`src/design/ast_cfg.svh`:
```
// ast_cfg.svh: offsets, reset values and timing counts of the serial transceiver
// assumes: included by bare name from the design and testbench files
`ifndef AST_CFG_SVH
`define AST_CFG_SVH

// register byte offsets on the axi4-lite port
`define AST_OFF_CTRL 8'h00
`define AST_OFF_BAUD 8'h04
`define AST_OFF_TXBUF 8'h08
`define AST_OFF_RXBUF 8'h0C
`define AST_OFF_STAT 8'h10

// reset values
`define AST_CTRL_RST 16'h0000
`define AST_BAUD_RST 16'h0000

// ticks of the baud divider per bit: normal and high speed
`define AST_TICKS_LO 5'h10
`define AST_TICKS_HI 5'h04

// last data bit index for eight and nine bit characters
`define AST_LAST8 4'h7
`define AST_LAST9 4'h8

// axi response codes
`define AST_RESP_OK 2'h0
`define AST_RESP_ERR 2'h2

`endif

```
`src/design/ast_pkg.sv`:
```
// ast_pkg.sv: types of the serial transceiver
// assumes: ast_cfg.svh holds the numeric constants
package ast_pkg;

    // control register layout, bit 0 first from the right
    typedef struct packed {
        logic [3:0] spare;
        logic rx_irq_enable;
        logic tx_irq_enable;
        logic baud_wide_counter;
        logic baud_high_speed;
        logic tx_polarity_invert;
        logic address_detect_enable;
        logic continuous_rx_enable;
        logic nine_bit_rx_select;
        logic nine_bit_tx;
        logic sync_select;
        logic tx_enable;
        logic port_enable;
    } ast_ctrl_s;

    // status register layout
    typedef struct packed {
        logic [1:0] spare;
        logic rx_ninth;
        logic framing_error;
        logic tx_shift_empty;
        logic overrun_error;
        logic rx_ready_flag;
        logic tx_buffer_empty_flag;
    } ast_stat_s;

    // transmit sequencer states
    typedef enum logic [1:0] {
        TX_IDLE = 2'b00,
        TX_START = 2'b01,
        TX_DATA = 2'b10,
        TX_STOP = 2'b11
    } ast_tx_e;

    // receive sequencer states
    typedef enum logic [1:0] {
        RX_IDLE = 2'b00,
        RX_START = 2'b01,
        RX_DATA = 2'b10,
        RX_STOP = 2'b11
    } ast_rx_e;

endpackage

```
`src/design/ast_uart.sv`:
```
// ast_uart.sv: asynchronous nrz transceiver with an axi4-lite register port
// assumes: rx_i is synchronous to aclk; master keeps one write and one read open
// Overview of operation
// idle line rests at mark, nrz bits
// start space, 8 or 9 data, stop mark
// every bit lasts one baud period
// divider runs with 8 or 16 bit count
// data bits go least significant first
// transmitter and receiver independent, shared format
// no hardware parity, ninth bit is software's
// transmitter runs only when enabled, asynchronous
// buffer write starts sending, idle loads at once
// queued character loads right after stop bit
// polarity bit inverts transmitted idle and data
// polarity acts only in asynchronous mode
// empty flag clear only when busy and queued
// enabling transmitter sets empty flag
// empty flag valid second cycle after write
// empty flag read only
// flag sets regardless, request gated by enable
// host drops transmit enable on last character
// ready flag set on buffer load, request follows
// status holds errors and ninth bit
// clearing continuous receive clears overrun
// host enables port, then continuous receive
// address mode keeps only ninth-bit-set characters
// start on falling edge, mid-bit sampling
//
// The AXI4-Lite interface to the registers and the register addresses were decided locally.
`timescale 1ns/1ps
`include "ast_cfg.svh"
`default_nettype none

module ast_uart
    import ast_pkg::*;
(
    // clock and reset
    input wire logic aclk,
    input wire logic aresetn,
    // axi4-lite write address and data
    input wire logic [7:0] awaddr,
    input wire logic awvalid,
    output logic awready,
    input wire logic [31:0] wdata,
    input wire logic [3:0] wstrb,
    input wire logic wvalid,
    output logic wready,
    // axi4-lite write response
    output logic [1:0] bresp,
    output logic bvalid,
    input wire logic bready,
    // axi4-lite read
    input wire logic [7:0] araddr,
    input wire logic arvalid,
    output logic arready,
    output logic [31:0] rdata,
    output logic [1:0] rresp,
    output logic rvalid,
    input wire logic rready,
    // serial line
    output logic tx_o,
    input wire logic rx_i,
    // interrupt requests
    output logic tx_irq,
    output logic rx_irq
);

    // merge written bytes into an old word
    function automatic logic [31:0] ast_merge(input logic [31:0] old, input logic [31:0] nw,
                                              input logic [3:0] strb);
        logic [31:0] r;
        r = old;
        for (int i = 0; i < 4; i++) begin
            if (strb[i]) begin
                r[i*8 +: 8] = nw[i*8 +: 8];
            end
        end
        return r;
    endfunction

    // divider reload: narrow count uses the low byte only
    function automatic logic [15:0] ast_div(input ast_ctrl_s c, input logic [15:0] b);
        return c.baud_wide_counter ? b : {8'h00, b[7:0]};
    endfunction

    logic awready_q, wready_q, bvalid_q, arready_q, rvalid_q;
    logic [1:0] bresp_q, rresp_q;
    logic [31:0] rdata_q, rd_data;
    logic rd_err, wr_err;
    logic aw_full_q, w_full_q;
    logic [7:0] aw_addr_q;
    logic [31:0] w_data_q;
    logic [3:0] w_strb_q;
    logic wr_go, tx_wr, rx_rd;
    ast_ctrl_s ctrl_q;
    logic [15:0] baud_q, div;
    logic [31:0] ctrl_m, baud_m;
    logic [4:0] bticks, blast, bhalf;
    // transmit state
    ast_tx_e tx_st_q;
    logic [8:0] tx_buf_q, tx_shift_q;
    logic tx_full_q, tx_flag_q, tx_line_q, tx_line_d, tx_irq_q;
    logic [15:0] tx_pre_q;
    logic [4:0] tx_tick_q;
    logic [3:0] tx_bit_q, tx_lastbit;
    logic tx_active, tx_inv, tx_bend, tx_load;
    // receive state
    ast_rx_e rx_st_q;
    logic [8:0] rx_shift_q, rx_word;
    logic [7:0] rx_buf_q;
    logic rx_prev_q, rx_ready_q, rx_ninth_q, rx_ferr_q, overrun_q, rx_irq_q;
    logic [15:0] rx_pre_q;
    logic [4:0] rx_tick_q;
    logic [3:0] rx_bit_q, rx_lastbit;
    logic rx_active, rx_bend, rx_hend, rx_done, rx_ferr_d, rx_keep;
    ast_stat_s stat;

    assign awready = awready_q;
    assign wready = wready_q;
    assign bvalid = bvalid_q;
    assign bresp = bresp_q;
    assign arready = arready_q;
    assign rvalid = rvalid_q;
    assign rdata = rdata_q;
    assign rresp = rresp_q;
    assign tx_o = tx_line_q;
    assign tx_irq = tx_irq_q;
    assign rx_irq = rx_irq_q;

    // bus decode terms
    assign wr_go = aw_full_q & w_full_q & ~bvalid_q;
    assign wr_err = (aw_addr_q != `AST_OFF_CTRL) && (aw_addr_q != `AST_OFF_BAUD) &&
                    (aw_addr_q != `AST_OFF_TXBUF);
    assign tx_wr = wr_go & (aw_addr_q == `AST_OFF_TXBUF) & w_strb_q[0];
    assign rx_rd = arvalid & arready_q & (araddr == `AST_OFF_RXBUF);
    assign ctrl_m = ast_merge({16'h0000, ctrl_q}, w_data_q, w_strb_q);
    assign baud_m = ast_merge({16'h0000, baud_q}, w_data_q, w_strb_q);

    // write address channel
    always_ff @(posedge aclk) begin
        if (!aresetn) begin
            aw_full_q <= 1'b0;
            awready_q <= 1'b0;
            aw_addr_q <= 8'h00;
        end else if (awvalid && awready_q) begin
            aw_full_q <= 1'b1;
            awready_q <= 1'b0;
            aw_addr_q <= awaddr;
        end else if (wr_go) begin
            aw_full_q <= 1'b0;
        end else if (!aw_full_q && !bvalid_q) begin
            awready_q <= 1'b1;
        end
    end

    // write data channel
    always_ff @(posedge aclk) begin
        if (!aresetn) begin
            w_full_q <= 1'b0;
            wready_q <= 1'b0;
            w_data_q <= 32'h00000000;
            w_strb_q <= 4'h0;
        end else if (wvalid && wready_q) begin
            w_full_q <= 1'b1;
            wready_q <= 1'b0;
            w_data_q <= wdata;
            w_strb_q <= wstrb;
        end else if (wr_go) begin
            w_full_q <= 1'b0;
        end else if (!w_full_q && !bvalid_q) begin
            wready_q <= 1'b1;
        end
    end

    // write response
    always_ff @(posedge aclk) begin
        if (!aresetn) begin
            bvalid_q <= 1'b0;
            bresp_q <= `AST_RESP_OK;
        end else if (wr_go) begin
            bvalid_q <= 1'b1;
            bresp_q <= wr_err ? `AST_RESP_ERR : `AST_RESP_OK;
        end else if (bready) begin
            bvalid_q <= 1'b0;
        end
    end

    // control and divider registers
    always_ff @(posedge aclk) begin
        if (!aresetn) begin
            ctrl_q <= `AST_CTRL_RST;
            baud_q <= `AST_BAUD_RST;
        end else if (wr_go && aw_addr_q == `AST_OFF_CTRL) begin
            ctrl_q <= ast_ctrl_s'(ctrl_m[15:0]);
        end else if (wr_go && aw_addr_q == `AST_OFF_BAUD) begin
            baud_q <= baud_m[15:0];
        end
    end

    // status word; flags have no write path
    always_comb begin
        stat = '0;
        stat.tx_buffer_empty_flag = tx_flag_q;
        stat.rx_ready_flag = rx_ready_q;
        stat.overrun_error = overrun_q;
        stat.tx_shift_empty = (tx_st_q == TX_IDLE);
        stat.framing_error = rx_ferr_q;
        stat.rx_ninth = rx_ninth_q;
    end

    // read data select
    always_comb begin
        rd_data = 32'h00000000;
        rd_err = 1'b0;
        case (araddr)
            `AST_OFF_CTRL: rd_data = {16'h0000, ctrl_q};
            `AST_OFF_BAUD: rd_data = {16'h0000, baud_q};
            `AST_OFF_TXBUF: rd_data = {23'h000000, tx_buf_q};
            `AST_OFF_RXBUF: rd_data = {24'h000000, rx_buf_q};
            `AST_OFF_STAT: rd_data = {24'h000000, stat};
            default: rd_err = 1'b1;
        endcase
    end

    // read channel
    always_ff @(posedge aclk) begin
        if (!aresetn) begin
            arready_q <= 1'b0;
            rvalid_q <= 1'b0;
            rdata_q <= 32'h00000000;
            rresp_q <= `AST_RESP_OK;
        end else if (arvalid && arready_q) begin
            arready_q <= 1'b0;
            rvalid_q <= 1'b1;
            rdata_q <= rd_data;
            rresp_q <= rd_err ? `AST_RESP_ERR : `AST_RESP_OK;
        end else if (rvalid_q && rready) begin
            rvalid_q <= 1'b0;
        end else if (!rvalid_q) begin
            arready_q <= 1'b1;
        end
    end

    // shared format and rate terms
    assign div = ast_div(ctrl_q, baud_q);
    assign bticks = ctrl_q.baud_high_speed ? `AST_TICKS_HI : `AST_TICKS_LO;
    assign blast = bticks - 5'h01;
    assign bhalf = (bticks >> 1) - 5'h01;

    // transmit control terms
    assign tx_active = ctrl_q.tx_enable & ~ctrl_q.sync_select & ctrl_q.port_enable;
    assign tx_inv = ctrl_q.tx_polarity_invert & ~ctrl_q.sync_select;
    assign tx_bend = (tx_pre_q == 16'h0000) && (tx_tick_q == blast);
    assign tx_lastbit = ctrl_q.nine_bit_tx ? `AST_LAST9 : `AST_LAST8;
    assign tx_load = tx_active & tx_full_q & ((tx_st_q == TX_IDLE) |
                     ((tx_st_q == TX_STOP) & tx_bend));

    // transmit buffer
    always_ff @(posedge aclk) begin
        if (!aresetn) begin
            tx_buf_q <= 9'h000;
            tx_full_q <= 1'b0;
        end else if (!tx_active) begin
            tx_full_q <= 1'b0;
        end else begin
            if (tx_wr) begin
                tx_buf_q <= w_data_q[8:0];
            end
            tx_full_q <= (tx_full_q & ~tx_load) | tx_wr;
        end
    end

    // transmit sequencer
    always_ff @(posedge aclk) begin
        if (!aresetn) begin
            tx_st_q <= TX_IDLE;
            tx_shift_q <= 9'h000;
            tx_bit_q <= 4'h0;
        end else if (!tx_active) begin
            tx_st_q <= TX_IDLE;
        end else if (tx_load) begin
            tx_st_q <= TX_START;
            tx_shift_q <= tx_buf_q;
            tx_bit_q <= 4'h0;
        end else if (tx_bend) begin
            unique case (tx_st_q)
                TX_IDLE: tx_st_q <= TX_IDLE;
                TX_START: tx_st_q <= TX_DATA;
                TX_DATA: begin
                    tx_shift_q <= {1'b0, tx_shift_q[8:1]};
                    tx_bit_q <= tx_bit_q + 4'h1;
                    if (tx_bit_q == tx_lastbit) begin
                        tx_st_q <= TX_STOP;
                    end
                end
                TX_STOP: tx_st_q <= TX_IDLE;
            endcase
        end
    end

    // transmit bit timer, restarted with each character
    always_ff @(posedge aclk) begin
        if (!aresetn) begin
            tx_pre_q <= 16'h0000;
            tx_tick_q <= 5'h00;
        end else if (tx_load || tx_st_q == TX_IDLE) begin
            tx_pre_q <= div;
            tx_tick_q <= 5'h00;
        end else if (tx_pre_q == 16'h0000) begin
            tx_pre_q <= div;
            tx_tick_q <= tx_bend ? 5'h00 : tx_tick_q + 5'h01;
        end else begin
            tx_pre_q <= tx_pre_q - 16'h0001;
        end
    end

    // line level: mark when idle or stopping, nrz data
    always_comb begin
        unique case (tx_st_q)
            TX_START: tx_line_d = 1'b0;
            TX_DATA: tx_line_d = tx_shift_q[0];
            default: tx_line_d = 1'b1;
        endcase
    end

    // line output and transmit flag
    always_ff @(posedge aclk) begin
        if (!aresetn) begin
            tx_line_q <= 1'b1;
            tx_flag_q <= 1'b0;
            tx_irq_q <= 1'b0;
        end else begin
            tx_line_q <= tx_line_d ^ tx_inv;
            tx_flag_q <= tx_active & ~(tx_full_q & (tx_st_q != TX_IDLE));
            tx_irq_q <= tx_flag_q & ctrl_q.tx_irq_enable;
        end
    end

    // receive control terms
    assign rx_active = ctrl_q.port_enable & ~ctrl_q.sync_select & ctrl_q.continuous_rx_enable;
    assign rx_bend = (rx_pre_q == 16'h0000) && (rx_tick_q == blast);
    assign rx_hend = (rx_pre_q == 16'h0000) && (rx_tick_q == bhalf);
    assign rx_lastbit = ctrl_q.nine_bit_rx_select ? `AST_LAST9 : `AST_LAST8;
    assign rx_done = (rx_st_q == RX_STOP) & rx_bend & rx_active;
    assign rx_ferr_d = ~rx_i;
    assign rx_word = ctrl_q.nine_bit_rx_select ? rx_shift_q : {1'b0, rx_shift_q[8:1]};
    assign rx_keep = ~(ctrl_q.address_detect_enable & ctrl_q.nine_bit_rx_select &
                       ~rx_word[8]);

    // receive sequencer: edge start, half-bit check, then whole bits
    always_ff @(posedge aclk) begin
        if (!aresetn) begin
            rx_st_q <= RX_IDLE;
            rx_prev_q <= 1'b1;
            rx_shift_q <= 9'h000;
            rx_bit_q <= 4'h0;
        end else begin
            rx_prev_q <= rx_i;
            if (!rx_active) begin
                rx_st_q <= RX_IDLE;
            end else begin
                unique case (rx_st_q)
                    RX_IDLE: if (rx_prev_q && !rx_i && !overrun_q) begin
                        rx_st_q <= RX_START;
                    end
                    RX_START: if (rx_hend) begin
                        rx_st_q <= rx_i ? RX_IDLE : RX_DATA;
                        rx_bit_q <= 4'h0;
                    end
                    RX_DATA: if (rx_bend) begin
                        rx_shift_q <= {rx_i, rx_shift_q[8:1]};
                        rx_bit_q <= rx_bit_q + 4'h1;
                        if (rx_bit_q == rx_lastbit) begin
                            rx_st_q <= RX_STOP;
                        end
                    end
                    RX_STOP: if (rx_bend) begin
                        rx_st_q <= RX_IDLE;
                    end
                endcase
            end
        end
    end

    // receive bit timer, restarted on each start edge
    always_ff @(posedge aclk) begin
        if (!aresetn) begin
            rx_pre_q <= 16'h0000;
            rx_tick_q <= 5'h00;
        end else if (rx_st_q == RX_IDLE || (rx_st_q == RX_START && rx_hend)) begin
            rx_pre_q <= div;
            rx_tick_q <= 5'h00;
        end else if (rx_pre_q == 16'h0000) begin
            rx_pre_q <= div;
            rx_tick_q <= rx_bend ? 5'h00 : rx_tick_q + 5'h01;
        end else begin
            rx_pre_q <= rx_pre_q - 16'h0001;
        end
    end

    // receive buffer and ready flag; a read does not free the buffer for a character ending in the same cycle
    always_ff @(posedge aclk) begin
        if (!aresetn) begin
            rx_buf_q <= 8'h00;
            rx_ninth_q <= 1'b0;
            rx_ferr_q <= 1'b0;
            rx_ready_q <= 1'b0;
        end else if (rx_done && !rx_ready_q && rx_keep) begin
            rx_buf_q <= rx_word[7:0];
            rx_ninth_q <= rx_word[8];
            rx_ferr_q <= rx_ferr_d;
            rx_ready_q <= 1'b1;
        end else if (rx_rd) begin
            rx_ready_q <= 1'b0;
        end
    end

    // overrun flag and receive request
    always_ff @(posedge aclk) begin
        if (!aresetn) begin
            overrun_q <= 1'b0;
            rx_irq_q <= 1'b0;
        end else begin
            overrun_q <= ctrl_q.continuous_rx_enable & (overrun_q | (rx_done & rx_ready_q));
            rx_irq_q <= rx_ready_q & ctrl_q.rx_irq_enable;
        end
    end

    // clocks spent in the current transmitted bit
    logic [23:0] tx_clk_q;
    logic [23:0] tx_period;
    assign tx_period = 24'((div + 17'h00001) * bticks);
    always_ff @(posedge aclk) begin
        if (!aresetn || tx_load || tx_bend) begin
            tx_clk_q <= 24'h000000;
        end else begin
            tx_clk_q <= tx_clk_q + 24'h000001;
        end
    end
endmodule

`default_nettype wire

```
`config.mk`:
```
export PLATFORM = sky130hd
export DESIGN_NAME = ast_uart
export DESIGN_NICKNAME = d
export VERILOG_FILES = /design/src/design/ast_pkg.sv /design/src/design/ast_uart.sv
export VERILOG_INCLUDE_DIRS = /design/src /design/src/design
export SDC_FILE = /design/constraint.sdc
export NUM_CORES = 1
export LEC_CHECK = 0
export BUFFER_PORTS_ARGS = -buffer_cell sky130_fd_sc_hd__buf_4
export CORE_MARGIN = 2
export CORE_UTILIZATION = 55
export DETAILED_ROUTE_END_ITERATION = 6
export PLACE_DENSITY = 0.79
export REMOVE_ABC_BUFFERS = 1
export SLEW_MARGIN = 20
export SYNTH_ARGS = -nofsm -noshare
export SYNTH_HDL_FRONTEND = slang
export SYNTH_SLANG_ARGS = --single-unit
```
`constraint.sdc`:
```
create_clock -name aclk -period 4.79 [get_ports aclk]
set_input_delay 0.2395 -clock aclk [delete_from_list [all_inputs] [get_ports aclk]]
set_output_delay 0.2395 -clock aclk [all_outputs]
set_load 0.005 [all_outputs]
```
==> results.py <==
metrics = {
    "run_status": {
        "status": "completed",
    },
    "pwr": {
        "clockPowerShare_pct": 46.1,
        "power_leakage_nw": 3.828,
        "ir_worst_vdd_mv": 0.2572,
        "finalPower_w": 0.003110,
        "p_sw_w": 0.0006831,
        "p_per_area_mw_per_mm2": 329.3,
        "internal_power_w": 0.002427,
        "seqPwrFrac_pct": 49.8,
        "swShare_pct": 21.96,
        "combPwrFrac_pct": 4.1,
    },
    "floorplanning": {
        "io_pins": 104,
        "die_y_um": 127.3,
        "die_area_mm2": 0.01621,
        "start_util_pct": 55.63,
        "fp.dieW_um": 127.3,
        "coreArea_mm2": 0.01503,
        "rows": 45,
    },
    "global_routing": {
        "track_usage_pct": 24.68,
        "overflow": 0,
        "antenna_found_initial": 0,
        "grt_pass1_vias": 6318,
        "grt_first_pass_wirelength_um": 31980,
        "grt_max_degree": 52,
    },
    "critical_path": {
        "reg2reg_to": "rx_buf_q[7]",
        "r2r-start": "rx_pre_q[10]",
        "critPathCapture": "rx_buf_q[7]",
        "r2r_slack_ns": 2.07,
        "reg2regPathDepth": 5,
        "cp.required_ns": 5.14,
        "crit_fanout": 11,
        "cp-end-kind": "flip-flop",
        "cp_data_arrival_time_ns": 3.07,
        "critPathLaunchType": "flip-flop",
        "critPathLaunch": "rx_pre_q[10]",
        "path_class": "flip-flop to flip-flop",
    },
    "final_layout": {
        "register_area_mm2": 0.003643,
        "nNetsFinal": 1077,
        "layoutNonFillerInstCount": 1206,
        "syn2layout_area_growth_pct": 12.94,
        "layout_common_cells": "dfxtp_1, nand2_1, nor2_1",
        "layout_commonest_cell": "dfxtp_1",
        "fill_cells": 1262,
        "drive_gt1_share_pct": 12.77,
        "multi_input_area_mm2": 0.004362,
        "antennaDiodeCount": 0,
    },
    "detailed_routing": {
        "route.detailed.drc": 0,
        "finalWirelength_um": 19730,
        "dr.pass1.iters": 5,
        "vias": 6964,
        "drtIter0Drc": 507,
        "postRouteAntennaNets": 0,
        "viasPerCell": 5.774,
        "wl_per_cell_um": 16.36,
    },
    "sta": {
        "slew_viol_final": 0,
        "setup_viol": 0,
        "timing.fmax_mhz": 367.6,
        "rsz0062_at_grt": "no",
        "slew_headroom_pct": 35.89,
        "setup_tns_ns": 0,
        "fin_skew_ns": 0.009540,
        "worst-slew-pin-transition_ns": 0.9616,
        "hold_viol_final": 0,
        "finalCriticalPeriod_ns": 2.720,
        "period_share_pct": 56.79,
    },
    "placement": {
        "dp_cells": 1175,
        "gp_congestion": 0.8517,
        "io_buffer_count": 67,
        "dp_hpwl_um": 13800,
    },
    "logic_synthesis": {
        "syn_area_per_cell_um2": 8.577,
        "synthFlopType": "dfxtp_1",
        "ys_ff_latch": 182,
        "ys_warn_count": 0,
        "synth_cells": 975,
        "synth_cell_types": 60,
        "ys_seq_area_share_pct": 43.57,
        "synth-edff-count": 0,
        "async_flop_share_pct": 0,
        "syn-cell-area_mm2": 0.008363,
    },
    "clock_tree": {
        "cts_tree": "yes",
        "insertion_delay_ns": 0.43,
        "cts_root_buffer": "clkbuf_16",
        "clock_path_buffers": 2,
        "cts_setup_buffers": 0,
        "clkSinkCount": 182,
        "post_cts_resize_count": 0,
        "cts_max_level": 4,
        "clkTransAtPathRegs_ns": 0.07,
        "cts_buffers": 17,
        "ctsHoldBuffers": 0,
    },
    "worst_hold_path": {
        "hold_path.class": "primary input to flip-flop",
    },
    "job": {
        "cap_violations": 0,
    },
}
[synthesized netlist by cell type (3+ instances only)]
library cell  count  area, um2
a2bb2oi_1         7      61.31
a21oi_1          71      355.3
a31oi_1           4      25.02
o22ai_1           3      18.77
buf_2             4      20.02
inv_1            17      63.81
nand2b_1          5      31.28
a22oi_1           7      52.55
mux2_2           15      168.9
and2_1           12      75.07
and3_1           16      100.1
clkbuf_1         48      180.2
xnor2_1          17      148.9
or3_1             7      43.79
nor2_1           95      356.6
buf_1             5      18.77
ha_1             11      137.6
nor2b_1           7      43.79
nand4_1          13      81.33
o21a_1            5      37.54
o32a_1            8      80.08
dfxtp_1         182       3643
o21ai_0          47      235.2
and3b_1           5      43.79
nor3_1           16      80.08
mux2i_1          60      600.6
nor3b_1           4      30.03
nand3_1          48      240.2
or4_1             5      37.54
a211oi_1         17      127.6
o211ai_1          3      22.52
xor2_1           17      148.9
a311oi_1          5      43.79
nor4_1            4      25.02
buf_4            18      135.1
nand3b_1          5      37.54
nand2_1         130      488.0
nor4_2            3      37.54
[metrics by stage]
stage | hold WS (ns) | instance area [um2] | setup WS [ns] | util [%]
floorplan | 0.3014 | 8061 | 1.879 | -
global placement | 0.4402 | 8835 | 1.949 | 58.77
detailed placement | 0.4486 | 8835 | 1.912 | 58.77
CTS | 0.05204 | 9439 | 1.835 | 62.79
global route | 0.05688 | 9445 | 1.842 | 62.83
finish | 0.05591 | 9445 | 2.070 | 62.83
[flip-flops by register name, summed over array words and instances (netlist names), 2 cells and up, named ones only]
| name | cells |
|---|---|
| aw_addr_q | 8 |
| baud_q | 16 |
| ctrl_q | 16 |
| rdata | 16 |
| rx_bit_q | 4 |
| rx_buf_q | 8 |
| rx_pre_q | 16 |
| rx_shift_q | 9 |
| rx_tick_q | 5 |
| tx_bit_q | 4 |
| tx_buf_q | 9 |
| tx_pre_q | 16 |
| tx_shift_q | 9 |
| tx_st_q | 2 |
| tx_tick_q | 5 |
| w_data_q | 16 |
| w_strb_q | 2 |
[final cells by class]
cell class              instances  area share, %
clock buffers                  19          4.795
clock inverters                12          1.603
inverters                      18         0.7153
multi-input cells             716          46.18
flip-flops and latches        182          38.57
well taps                     188          2.490
repair buffers                 71          5.643
[power groups by stage]
stage	Sequential [W]	Combinational, W	Clock (W)
5_1_grt	0.00155	0.000143	0.00150
6_report	0.00155	0.000129	0.00143
4_1_cts	0.00155	0.000129	0.00144
3_5_place_dp	0.00158	0.000128	0
2_1_floorplan	0.00158	0.0000582	0
3_3_place_gp	0.00158	0.000127	0
[cell families after synthesis]
| logic type | after synthesis | synth area share [%] |
|---|---|---|
| AND/OR/NAND/NOR | 383 | 21.74 |
| AO/OA/AOI/OAI | 193 | 14.53 |
| flip-flops | 182 | 43.57 |
| buffers and inverters | 94 | 5.176 |
| multiplexers | 77 | 9.740 |
| XOR/XNOR | 34 | 3.561 |
| adder cells (fa/ha/maj) | 11 | 1.646 |
| other | 1 | 0.04484 |
[how the worst min path moves through the flow]
| stage | start | to | slack, ns | cells past startpoint |
|---|---|---|---|---|
| after detailed placement | rdata[0] | rdata[0] | 0.45 | 2 |
| final | wdata[15] | w_data_q[15] | 0.06 | 3 |
| after global routing | wstrb[0] | w_strb_q[0] | 0.06 | 3 |
| after floorplan | aresetn | tx_o | 0.30 | 1 |
| after CTS | wdata[15] | w_data_q[15] | 0.05 | 3 |
| after global placement | aw_addr_q[0] | aw_addr_q[0] | 0.44 | 2 |
[worst max-delay path, cell delays in order, from the launching register on]
cell     delay (ns)
dfxtp_1        0.35
nor4_1         0.62
nor2b_1        0.43
nand3_1        0.29
nor3_4         0.68
mux2i_1        0.26
[metal layers]
layer / share of wire (%) / global-route usage [%]
met1: 47 / 33.70
met2: 46 / 39.67
met3: 4.5 / 4.606
met4: 2.1 / 8.145
met5: 0 / 0
No activity file was read; power rests on OpenSTA's default activity.
